`src/pkg/dmia_pkg.sv`:
```
// Package: register map, field layout and sizes of the data-memory addresser
package dmia_pkg;
    localparam logic [7:0] OFS_INDIRECT_PORT_0 = 8'h00;
    localparam logic [7:0] OFS_MEMORY_POINTER_FIRST = 8'h01;
    localparam logic [7:0] OFS_INDIRECT_PORT_1 = 8'h02;
    localparam logic [7:0] OFS_MEMORY_POINTER_SECOND = 8'h03;
    localparam logic [7:0] OFS_BANK_SELECT_REGISTER = 8'h04;
    localparam logic [7:0] OFS_ALU_RESULT_REGISTER = 8'h05;
    localparam logic [7:0] OFS_PROGRAM_COUNTER_LOW_BYTE = 8'h06;
    localparam int BANK_SELECT_BIT_POS = 0;
    localparam logic BANK_SELECT_RESET = 1'h0;
    localparam logic [7:0] ZERO_BYTE = 8'h00;
    localparam logic [7:0] POINTER_TOP_BIT_MASK = 8'h80;
    localparam logic [7:0] DEFAULT_GP_START = 8'h40;
    localparam int PC_WIDTH = 13;

    // Data-memory access request from the execution unit
    typedef struct packed {
        logic rd;
        logic wr;
        logic [7:0] addr;
        logic [7:0] wdata;
    } dmia_req_t;

    // Physical access towards the general-purpose RAM
    typedef struct packed {
        logic rd;
        logic wr;
        logic bank;
        logic [7:0] addr;
        logic [7:0] wdata;
    } dmia_ram_t;

    typedef enum logic [1:0] {
        ST_RUN = 2'h0,
        ST_DUMMY = 2'h1
    } dmia_state_t;
endpackage : dmia_pkg

```
`src/dmia_top.sv`:
```
// Data-memory addressing, pointers, bank select, accumulator and PC low byte
//
// Contract
// RQ1 - An access to an indirect port acts on the location its paired pointer holds.
// RQ2 - The first pointer and its port always reach bank 0.
// RQ3 - The second pointer and its port reach the bank the bank-select bit names.
// RQ4 - Direct addressing always reaches bank 0; bank 1 only via the second pointer.
// RQ5 - The bank choice lives in bit 0 of the bank-select register.
// RQ6 - Every reset returns to bank 0, except a watchdog reset in idle or sleep.
// RQ7 - Special-function locations are reached the same in either bank.
// RQ8 - The pointers are real registers that can be read, written and modified.
// RQ9 - In the smallest configurations pointer bit 7 reads as 1.
// RQ10 - Writing the PC low byte jumps within the page and adds one dummy cycle.
// RQ11 - Every ALU result is placed in the accumulator.
// RQ12 - No register-to-register move; transfers go through the accumulator.
// RQ13 - Reading an indirect port through a pointer gives zero; writing does nothing.
// RQ14 - Reading an unused special-function location returns zero.
// RQ15 - Bank bit 0 means bank 0, 1 means bank 1; it resets to 0, upper bits read 0.
`timescale 1ns/1ps
module dmia_top #(
    parameter logic SMALL_MEMORY = 1'b0,
    parameter logic [7:0] GP_START = dmia_pkg::DEFAULT_GP_START
) (
    input wire logic CLK_IN, // 200 MHz system clock
    input wire logic ARST_N_IN, // Asynchronous reset, active low
    input wire logic WDT_LOWPWR_RESET_IN, // Watchdog reset in idle/sleep
    input wire logic SOFT_RESET_IN, // Other synchronous resets
    input wire dmia_pkg::dmia_req_t REQ_IN, // Data-memory access
    input wire logic ALU_WE_IN, // ALU result strobe
    input wire logic [7:0] ALU_RESULT_IN, // ALU result value
    input wire logic PC_STEP_IN, // Advance program counter
    input wire logic [7:0] RAM_RDATA_IN, // General-purpose RAM read data
    input wire logic [7:0] SFR_RDATA_IN, // Data from other SFRs
    input wire logic SFR_HIT_IN, // Other SFR decodes address
    output dmia_pkg::dmia_ram_t RAM_OUT, // General-purpose RAM access
    output logic SFR_RD_OUT, // Read strobe to other SFRs
    output logic SFR_WR_OUT, // Write strobe to other SFRs
    output logic [7:0] SFR_ADDR_OUT, // Address to other SFRs
    output logic [7:0] RDATA_OUT, // Read data back to core
    output logic [7:0] ACC_OUT, // Accumulator value
    output logic [12:0] PC_OUT, // Program counter
    output logic STALL_OUT, // Dummy cycle in progress
    output logic BANK_OUT // Current bank select
);

    // ****************************************************************
    // Address resolution
    // ****************************************************************
    logic [7:0] memory_pointer_first_q;
    logic [7:0] memory_pointer_second_q;
    logic bank_select_bit_q;
    logic [7:0] alu_result_register_q;
    logic [12:0] pc_q;
    dmia_pkg::dmia_state_t state_q;

    function automatic logic [7:0] ptr_view(input logic [7:0] p);
        ptr_view = SMALL_MEMORY ? (p | dmia_pkg::POINTER_TOP_BIT_MASK) : p;
    endfunction : ptr_view

    function automatic logic is_port(input logic [7:0] a);
        is_port = (a == dmia_pkg::OFS_INDIRECT_PORT_0) ||
                  (a == dmia_pkg::OFS_INDIRECT_PORT_1);
    endfunction : is_port

    logic [7:0] eff_addr;
    logic eff_bank;
    logic via_port;
    logic port_loop;
    logic rd_ok;
    logic wr_ok;

    always_comb begin
        via_port = 1'b0;
        eff_addr = REQ_IN.addr;
        eff_bank = 1'b0; // see RQ4
        if (REQ_IN.addr == dmia_pkg::OFS_INDIRECT_PORT_0) begin
            via_port = 1'b1;
            eff_addr = ptr_view(memory_pointer_first_q); // see RQ1
            eff_bank = 1'b0; // see RQ2
        end else if (REQ_IN.addr == dmia_pkg::OFS_INDIRECT_PORT_1) begin
            via_port = 1'b1;
            eff_addr = ptr_view(memory_pointer_second_q); // see RQ1
            eff_bank = bank_select_bit_q; // see RQ3
        end
        port_loop = via_port && is_port(eff_addr); // see RQ13
        rd_ok = REQ_IN.rd && !port_loop && state_q == dmia_pkg::ST_RUN;
        wr_ok = REQ_IN.wr && !port_loop && state_q == dmia_pkg::ST_RUN;
    end

    logic is_gp;
    logic own_hit;
    assign is_gp = eff_addr >= GP_START;
    // SFR space ignores the bank
    assign own_hit = !is_gp && eff_addr <= dmia_pkg::OFS_PROGRAM_COUNTER_LOW_BYTE
        && !(SMALL_MEMORY && eff_addr == dmia_pkg::OFS_BANK_SELECT_REGISTER);

    always_comb begin
        RAM_OUT.rd = rd_ok && is_gp;
        RAM_OUT.wr = wr_ok && is_gp;
        RAM_OUT.bank = eff_bank; // see RQ7
        RAM_OUT.addr = eff_addr;
        RAM_OUT.wdata = REQ_IN.wdata;
        SFR_RD_OUT = rd_ok && !is_gp && !own_hit;
        SFR_WR_OUT = wr_ok && !is_gp && !own_hit;
        SFR_ADDR_OUT = eff_addr; // see RQ7
    end

    // ****************************************************************
    // Registers
    // ****************************************************************
    logic own_wr;
    assign own_wr = wr_ok && own_hit;

    // Pointers are plain read/write storage
    always_ff @(posedge CLK_IN or negedge ARST_N_IN) begin
        if (!ARST_N_IN) begin
            memory_pointer_first_q <= dmia_pkg::ZERO_BYTE;
            memory_pointer_second_q <= dmia_pkg::ZERO_BYTE;
        end else if (own_wr) begin
            if (eff_addr == dmia_pkg::OFS_MEMORY_POINTER_FIRST) begin
                memory_pointer_first_q <= REQ_IN.wdata; // see RQ8
            end
            if (eff_addr == dmia_pkg::OFS_MEMORY_POINTER_SECOND) begin
                memory_pointer_second_q <= REQ_IN.wdata; // see RQ8
            end
        end
    end

    // Watchdog reset in low power keeps the bank
    always_ff @(posedge CLK_IN or negedge ARST_N_IN) begin
        if (!ARST_N_IN) begin
            bank_select_bit_q <= dmia_pkg::BANK_SELECT_RESET; // see RQ6
        end else if (SOFT_RESET_IN && !WDT_LOWPWR_RESET_IN) begin
            bank_select_bit_q <= dmia_pkg::BANK_SELECT_RESET; // see RQ6
        end else if (!WDT_LOWPWR_RESET_IN && own_wr &&
                     eff_addr == dmia_pkg::OFS_BANK_SELECT_REGISTER) begin
            bank_select_bit_q <=
                REQ_IN.wdata[dmia_pkg::BANK_SELECT_BIT_POS]; // see RQ5
        end
    end

    // Accumulator: ALU result wins over a data write in the same cycle
    always_ff @(posedge CLK_IN or negedge ARST_N_IN) begin
        if (!ARST_N_IN) begin
            alu_result_register_q <= dmia_pkg::ZERO_BYTE;
        end else if (ALU_WE_IN) begin
            alu_result_register_q <= ALU_RESULT_IN; // see RQ11
        end else if (own_wr &&
                     eff_addr == dmia_pkg::OFS_ALU_RESULT_REGISTER) begin
            alu_result_register_q <= REQ_IN.wdata; // see RQ12
        end
    end

    // ****************************************************************
    // Program counter and dummy cycle
    // ****************************************************************
    logic pcl_wr;
    assign pcl_wr = own_wr &&
        eff_addr == dmia_pkg::OFS_PROGRAM_COUNTER_LOW_BYTE;

    always_ff @(posedge CLK_IN or negedge ARST_N_IN) begin
        if (!ARST_N_IN) begin
            pc_q <= 13'h0000;
        end else if (pcl_wr) begin
            pc_q <= {pc_q[12:8], REQ_IN.wdata}; // see RQ10
        end else if (PC_STEP_IN && state_q == dmia_pkg::ST_RUN) begin
            pc_q <= pc_q + 13'h0001;
        end
    end

    // One flush cycle after a computed jump
    always_ff @(posedge CLK_IN or negedge ARST_N_IN) begin
        if (!ARST_N_IN) begin
            state_q <= dmia_pkg::ST_RUN;
        end else begin
            unique case (state_q)
                dmia_pkg::ST_RUN: begin
                    if (pcl_wr) begin
                        state_q <= dmia_pkg::ST_DUMMY; // see RQ10
                    end
                end
                dmia_pkg::ST_DUMMY: begin
                    state_q <= dmia_pkg::ST_RUN;
                end
                default: begin
                    state_q <= dmia_pkg::ST_RUN;
                end
            endcase
        end
    end

    // ****************************************************************
    // Read data
    // ****************************************************************
    logic [7:0] rd_mux;
    always_comb begin
        rd_mux = dmia_pkg::ZERO_BYTE; // see RQ13
        if (!port_loop && is_gp) begin
            rd_mux = RAM_RDATA_IN;
        end else if (!port_loop && own_hit) begin
            unique case (eff_addr)
                dmia_pkg::OFS_MEMORY_POINTER_FIRST:
                    rd_mux = ptr_view(memory_pointer_first_q); // see RQ9
                dmia_pkg::OFS_MEMORY_POINTER_SECOND:
                    rd_mux = ptr_view(memory_pointer_second_q); // see RQ9
                dmia_pkg::OFS_BANK_SELECT_REGISTER:
                    rd_mux = {7'h00, bank_select_bit_q}; // see RQ15
                dmia_pkg::OFS_ALU_RESULT_REGISTER:
                    rd_mux = alu_result_register_q;
                dmia_pkg::OFS_PROGRAM_COUNTER_LOW_BYTE:
                    rd_mux = pc_q[7:0];
                default:
                    rd_mux = dmia_pkg::ZERO_BYTE;
            endcase
        end else if (!port_loop && SFR_HIT_IN) begin
            rd_mux = SFR_RDATA_IN;
        end
    end

    // A read looping back through a port still returns data: zero
    logic rd_take;
    assign rd_take = REQ_IN.rd && state_q == dmia_pkg::ST_RUN; // see RQ13

    // Unused SFR reads come back as zero
    always_ff @(posedge CLK_IN or negedge ARST_N_IN) begin
        if (!ARST_N_IN) begin
            RDATA_OUT <= dmia_pkg::ZERO_BYTE;
        end else if (rd_take) begin
            RDATA_OUT <= rd_mux; // see RQ14
        end
    end

    assign ACC_OUT = alu_result_register_q;
    assign PC_OUT = pc_q;
    assign STALL_OUT = state_q == dmia_pkg::ST_DUMMY;
    assign BANK_OUT = bank_select_bit_q;

endmodule : dmia_top

```
`config.mk`:
```
export PLATFORM = sky130hd
export DESIGN_NAME = dmia_top
export DESIGN_NICKNAME = d
export VERILOG_FILES = /design/src/pkg/dmia_pkg.sv /design/src/dmia_top.sv
export SDC_FILE = /design/constraint.sdc
export NUM_CORES = 1
export LEC_CHECK = 0
export BUFFER_PORTS_ARGS = -buffer_cell sky130_fd_sc_hd__buf_4
export CORE_MARGIN = 4
export CORE_UTILIZATION = 40
export CTS_CLUSTER_SIZE = 30
export DETAILED_ROUTE_END_ITERATION = 8
export HOLD_SLACK_MARGIN = 0.15
export PLACE_DENSITY = 0.66
export SLEW_MARGIN = 5
export SYNTH_ARGS = -nofsm -noshare
export SYNTH_HDL_FRONTEND = slang
export SYNTH_SLANG_ARGS = --single-unit
export TNS_END_PERCENT = 5
```
`constraint.sdc`:
```
create_clock -name CLK_IN -period 3.2 [get_ports CLK_IN]
set_input_delay 0.48 -clock CLK_IN [delete_from_list [all_inputs] [get_ports CLK_IN]]
set_output_delay 0.48 -clock CLK_IN [all_outputs]
set_load 0.05 [all_outputs]
```
==> results of run 1 <==
[per-stage QoR]
| stage | setup WS [ns] | instance area [um^2] | total power, mW | TNS (ns) |
|---|---|---|---|---|
| after global placement | 0.141 | 4040 | 1.61 | 0 |
| after floorplan | -0.211 | 3210 | 1.33 | -0.377 |
| after global routing | 0.00385 | 4130 | 2.06 | 0 |
| after detailed placement | 0.104 | 4040 | 1.62 | 0 |
| final | 0.123 | 4130 | 1.96 | 0 |
| after CTS | 0.143 | 4130 | 1.97 | 0 |
[synth_stat cells (all sizes together), types with 4 or more instances]
cell	count	share of area [%]
a21oi	11	1.7
a221oi	7	1.9
a22o	7	1.9
a31oi	11	2.2
a41oi	10	2.8
and3	6	1.2
buf	23	5.0
clkbuf	12	1.5
dfrtp	47	37
inv	7	0.83
mux2	26	10
nand2	11	1.3
nand2b	11	2.2
nand3	18	3.7
nand4	4	0.79
nor2	13	1.5
nor2b	14	2.8
nor4	7	1.9
o211ai	8	1.9
o31ai	16	3.8
xor2	9	2.5
[routing by layer]
metal  global-route usage (%)  vias up  part of all wire (%)
met2                     32.6      103                    45
met5                        0        -                     0
met1                     29.5     1378                    48
li1                         -     1395                     -
met4                     4.10        0                   1.2
met3                     4.54       12                   6.0
[worst max path at each step]
stage / endpoint / slack (ns)
6_report: SFR_WR_OUT / 0.12
2_1_floorplan: RAM_OUT[18] / -0.21
5_1_grt: RAM_OUT[18] / 0.004
4_1_cts: SFR_WR_OUT / 0.14
3_3_place_gp: memory_pointer_second_q[3] / 0.14
3_5_place_dp: memory_pointer_second_q[4] / 0.10
[registers in the layout (all words and copies together) (netlist names)]
signal and cells:
PC_OUT 13, state_q 1, memory_pointer_first_q 8, memory_pointer_second_q 8
RDATA_OUT 8, BANK_OUT 1, ACC_OUT 8
[power by group through the flow]
stage | registers, mW | clock network [mW] | logic [mW]
3_3_place_gp | 0.798 | 0 | 0.810
2_1_floorplan | 0.999 | 0 | 0.327
4_1_cts | 0.787 | 0.358 | 0.826
6_report | 0.790 | 0.353 | 0.820
3_5_place_dp | 0.797 | 0 | 0.820
5_1_grt | 0.803 | 0.384 | 0.871
[area by class of cell]
cell class / instances / area share [%]
tap: 102 / 3.09
sequential: 47 / 28.5
clock inverter: 2 / 0.303
multi-input combinational: 231 / 43.5
timing repair buffer: 122 / 22.2
clock buffer: 6 / 1.76
inverter: 7 / 0.637
[cell families after synthesis]
group	Yosys count	synth area share (%)
buffers and inverters	42	7.33
XOR/XNOR	12	3.33
AND/OR/NAND/NOR	99	18.8
AO/OA/AOI/OAI	90	21.7
adder cells (fa/ha/maj)	1	0.396
flip-flops	47	37.2
multiplexers	29	11.2
==> impl_metrics.csv, run 1 <==
group,metric,value,unit
critical_path,worst-path-stages,8,
drt,drc,0,
critical_path,critical-path-top-delay-family,"simple AND/OR/NAND/NOR gates",
finish,layout-drive-gt1-share,41.9,%
power_and_ir_drop,power_frac_comb,41.8,%
timing,slew_headroom,60.0,%
place,port-buffer-count,108,
synth,async_flop_share,100,%
synth,syn_area,3160,um^2
finish,most-common-layout-cells,"buf_4, dfrtp_1, mux2_2",
floorplanning,core-area,7690,um^2
timing,finClkSkew,0.00964,ns
clocking,postCtsSetupRepairBufs,0,
finish,num_antenna_cells,0,
synth,ys.flop_type,"dfrtp_1",
global_route,grt.total_usage,20.8,%
floorplanning,die_area,9380,um^2
floorplanning,fp.dieW,96.9,um
synth,ys_seq_area_share,37.2,%
timing,final-hold-violation-count,0,
finish,seqCellArea,1180,um^2
critical_path,slowest_delay,0.59,ns
drt,num_vias,2888,
clocking,cts_buffers,5,
critical_path,slowest_stage,"or4_4",
synth,synth_edf_count,0,
power_and_ir_drop,power.switching,0.835,mW
timing,drv_slew,0,
power_and_ir_drop,swShare,42.5,%
clocking,cts_tree,"built",
power_and_ir_drop,peakVddDrop,0.239,mV
finish,multi_input_area,1800,um^2
global_route,overflow,0,
global_route,grt_start_max_net_pins,48,
floorplanning,top_level_ports,109,
synth,syn-num-nets,370,
finish,utilization,53.7,%
job,cap_violations,0,
timing,final.min_clock_period,3.08,ns
finish,stdcell_count,517,
timing,final.period_utilization,96.2,%
synth,synth_cells,320,
worst_hold_path,hold_path.class,"input pin to asynchronous set/reset pin",
critical_path,critPathKind,"input pin to primary output",
synth,yosysUniqueCellTypes,54,
timing,fmax,325,MHz
power_and_ir_drop,intPower,1.13,mW
clocking,cts_root_buffer,"clkbuf_8",
finish,fillCellCount,746,
drt,routedWlPerCell,18.7,um
power_and_ir_drop,p_leak,1.91,nW
drt,avgViaCountPerCell,5.59,
finish,final_common_cell,"buf_4",
clocking,clock_latency,0.31,ns
timing,setup_violations,0,
power_and_ir_drop,pwr-share-clk,18.0,%
drt,postRouteAntennaNets,0,
floorplanning,std_cell_rows,32,
critical_path,critical_path_required,2.72,ns
clocking,cts.path.max_buffers,2,
power_and_ir_drop,power.density,476,nW/um^2
critical_path,cp_cell_sequence,"buf_4, or4_4, or3_4, o22ai_2, nand4_1, nor2_2, nor2_2, buf_4",
run_status,status,"finished clean",
critical_path,cp_max_fo,7,
timing,worstMarginPinSlew,0.600,ns
place,place_congestion,0.868,
synth,ys_warn_count,0,
critical_path,crit_start,"REQ_IN[12]",
critical_path,reg2reg_depth,6,
floorplanning,die_y,96.9,um
critical_path,arrival,2.60,ns
clocking,htreeDepth,2,
global_route,antenna_found_initial,0,
place,dp.cells,509,
drt,drtIter0Drc,191,
finish,nets,464,
clocking,clk_pin_slew,0.09,ns
finish,syn_to_final_growth,30.6,%
drt,wl,9.67,mm
floorplanning,initial_core_util,41.1,%
critical_path,r2r_start,"memory_pointer_second_q[6]",
clocking,cts_resized,0,
critical_path,r2r_end,"PC_OUT[5]",
critical_path,worstSetupEndpointType,"primary output",
critical_path,critPathLaunchType,"input pin",
synth,ys_ff_latch,47,
timing,rsz0062_at_grt,"false",
timing,hold_ws,0.168,ns
clocking,hold_buffers,0,
synth,syn_avg_cell_area,9.87,um^2
global_route,grt_pass1_wl,15.9,mm
global_route,grt_pass1_vias,2939,
critical_path,reg2reg_slack,0.60,ns
power_and_ir_drop,p_seq_share,40.2,%
critical_path,path_buf_inv,2,
place,hpwl,7.60,mm
clocking,cts_sinks,47,
drt,firstDrtPassIters,4,
(Power assumes the default switching activity.)
==> inputs of run 2 (changes only) <==
==> constraint.sdc (replaced) <==
create_clock -name CLK_IN -period 3.2 [get_ports CLK_IN]
set_input_delay 0.48 -clock CLK_IN [delete_from_list [all_inputs] [get_ports CLK_IN]]
set_output_delay 0.48 -clock CLK_IN [all_outputs]
set_load 0.005 [all_outputs]
==> impl_metrics.csv, run 2 (synthesis results as in run 1) <==
group,metric,value,unit
timing,rsz0062_at_grt,"false",
critical_path,cp_cell_sequence,"buf_4, or4_1, buf_4, o41ai_1, and3_1, nor2_1, nor2_1, buf_4",
floorplanning,die_area,9380,um^2
place,port-buffer-count,108,
power_and_ir_drop,peakVddDrop,0.238,mV
global_route,antenna_found_initial,0,
clocking,cts_resized,0,
timing,drv_slew,0,
critical_path,slowest_stage,"or4_1",
global_route,overflow,0,
timing,final-hold-violation-count,0,
clocking,cts.path.max_buffers,2,
clocking,htreeDepth,2,
global_route,grt_start_max_net_pins,48,
job,cap_violations,0,
drt,firstDrtPassIters,4,
timing,fmax,325,MHz
clocking,clk_pin_slew,0.10,ns
floorplanning,fp.dieW,96.9,um
global_route,grt.total_usage,20.1,%
drt,num_vias,2981,
floorplanning,top_level_ports,109,
drt,drc,0,
finish,num_antenna_cells,0,
global_route,met3_usage,5.48,%
finish,layout-drive-gt1-share,41.7,%
place,dp.cells,516,
finish,final_common_cell,"buf_4",
clocking,clock_latency,0.31,ns
clocking,hold_buffers,0,
critical_path,critPathKind,"input pin to primary output",
global_route,gr-usage-met1,28.6,%
finish,largest_reg_flops,13,
clocking,postCtsSetupRepairBufs,0,
timing,setup_violations,0,
finish,nets,471,
finish,most-common-layout-cells,"buf_4, dfrtp_1, mux2_2",
finish,fillCellCount,728,
clocking,cts_sinks,47,
critical_path,critical_path_required,2.72,ns
place,place_area,4050,um^2
timing,fin_tns_setup,0,ns
critical_path,worstSetupEndpointType,"primary output",
finish,final_area,4170,um^2
worst_hold_path,hold_path.class,"input pin to asynchronous set/reset pin",
power_and_ir_drop,power.density,418,nW/um^2
global_route,grt_pass1_wl,15.5,mm
clocking,cts_buffers,5,
place,hpwl,7.58,mm
timing,slew_headroom,58.1,%
global_route,top_usage_layer,"met2",
drt,avgViaCountPerCell,5.69,
clocking,cts_root_buffer,"clkbuf_8",
drt,wl,9.65,mm
power_and_ir_drop,finalPower,1.74,mW
timing,final.period_utilization,96.1,%
global_route,grt_util_met2,30.9,%
critical_path,arrival,2.60,ns
place,place_congestion,0.923,
finish,utilization,54.2,%
floorplanning,std_cell_rows,32,
timing,worstMarginPinSlew,0.629,ns
timing,final.min_clock_period,3.08,ns
power_and_ir_drop,p_leak,1.94,nW
clocking,cts_tree,"built",
drt,drtIter0Drc,221,
run_status,status,"finished clean",
floorplanning,initial_core_util,41.1,%
floorplanning,die_y,96.9,um
finish,stdcell_count,524,
critical_path,cp_max_fo,5,
critical_path,path_buf_inv,3,
critical_path,crit_top_cell,"buf_4",
global_route,grt_pass1_vias,2931,
timing,finClkSkew,0.0123,ns
drt,postRouteAntennaNets,0,
critical_path,critical-path-top-delay-family,"simple AND/OR/NAND/NOR gates",
critical_path,critPathLaunchType,"input pin",
critical_path,slowest_delay,0.57,ns
drt,routedWlPerCell,18.4,um
floorplanning,core-area,7690,um^2
finish,syn_to_final_growth,31.8,%
## run 2: final cells by class
type	count	area, um^2	area share (%)
Multi-Input combinational cell	231	1750	42.1
Sequential cell	47	1180	28.2
Timing Repair Buffer	129	968	23.3
Tap cell	102	128	3.06
Clock buffer	5	68.8	1.65
Clock inverter	3	46.3	1.11
Inverter	7	26.3	0.631
## run 2: path summary, 6_finish.rpt
| path | start | endpoint | slack [ns] | cells past startpoint |
|---|---|---|---|---|
| max reg2reg | memory_pointer_second_q[6] | memory_pointer_second_q[6] | 0.66 | 7 |
| max | REQ_IN[12] | SFR_WR_OUT | 0.12 | 8 |
| min | ARST_N_IN | PC_OUT[8] | 0.16 | 1 |
| max in group asynchronous | ARST_N_IN | memory_pointer_second_q[0] | 2.63 | 1 |
| min in group CLK_IN | WDT_LOWPWR_RESET_IN | BANK_OUT | 0.39 | 3 |
| min reg2reg | PC_OUT[12] | PC_OUT[12] | 0.48 | 1 |
## run 2: per-layer routing
metal / up-vias / share of wire, % / wire [um]
met5: - / 0 / 0
met4: 0 / 0.85 / 82
met3: 8 / 8.1 / 780
met2: 131 / 46 / 4420
met1: 1429 / 45 / 4370
li1: 1413 / - / -
## run 2: where the power goes
group / switching, mW / leakage (nW) / internal (mW)
Clock: 0.215 / 0.0548 / 0.236
Combinational: 0.206 / 1.29 / 0.294
Sequential: 0.119 / 0.596 / 0.672
Total: 0.539 / 1.94 / 1.20
## run 2: through the flow
stage	worst slack [ns]	hold slack [ns]
6_report	0.124	0.159
5_1_grt	0.0187	0.216
4_1_cts	0.167	0.188
3_5_place_dp	0.118	0.476
3_3_place_gp	0.159	0.474
2_1_floorplan	0.219	0.184
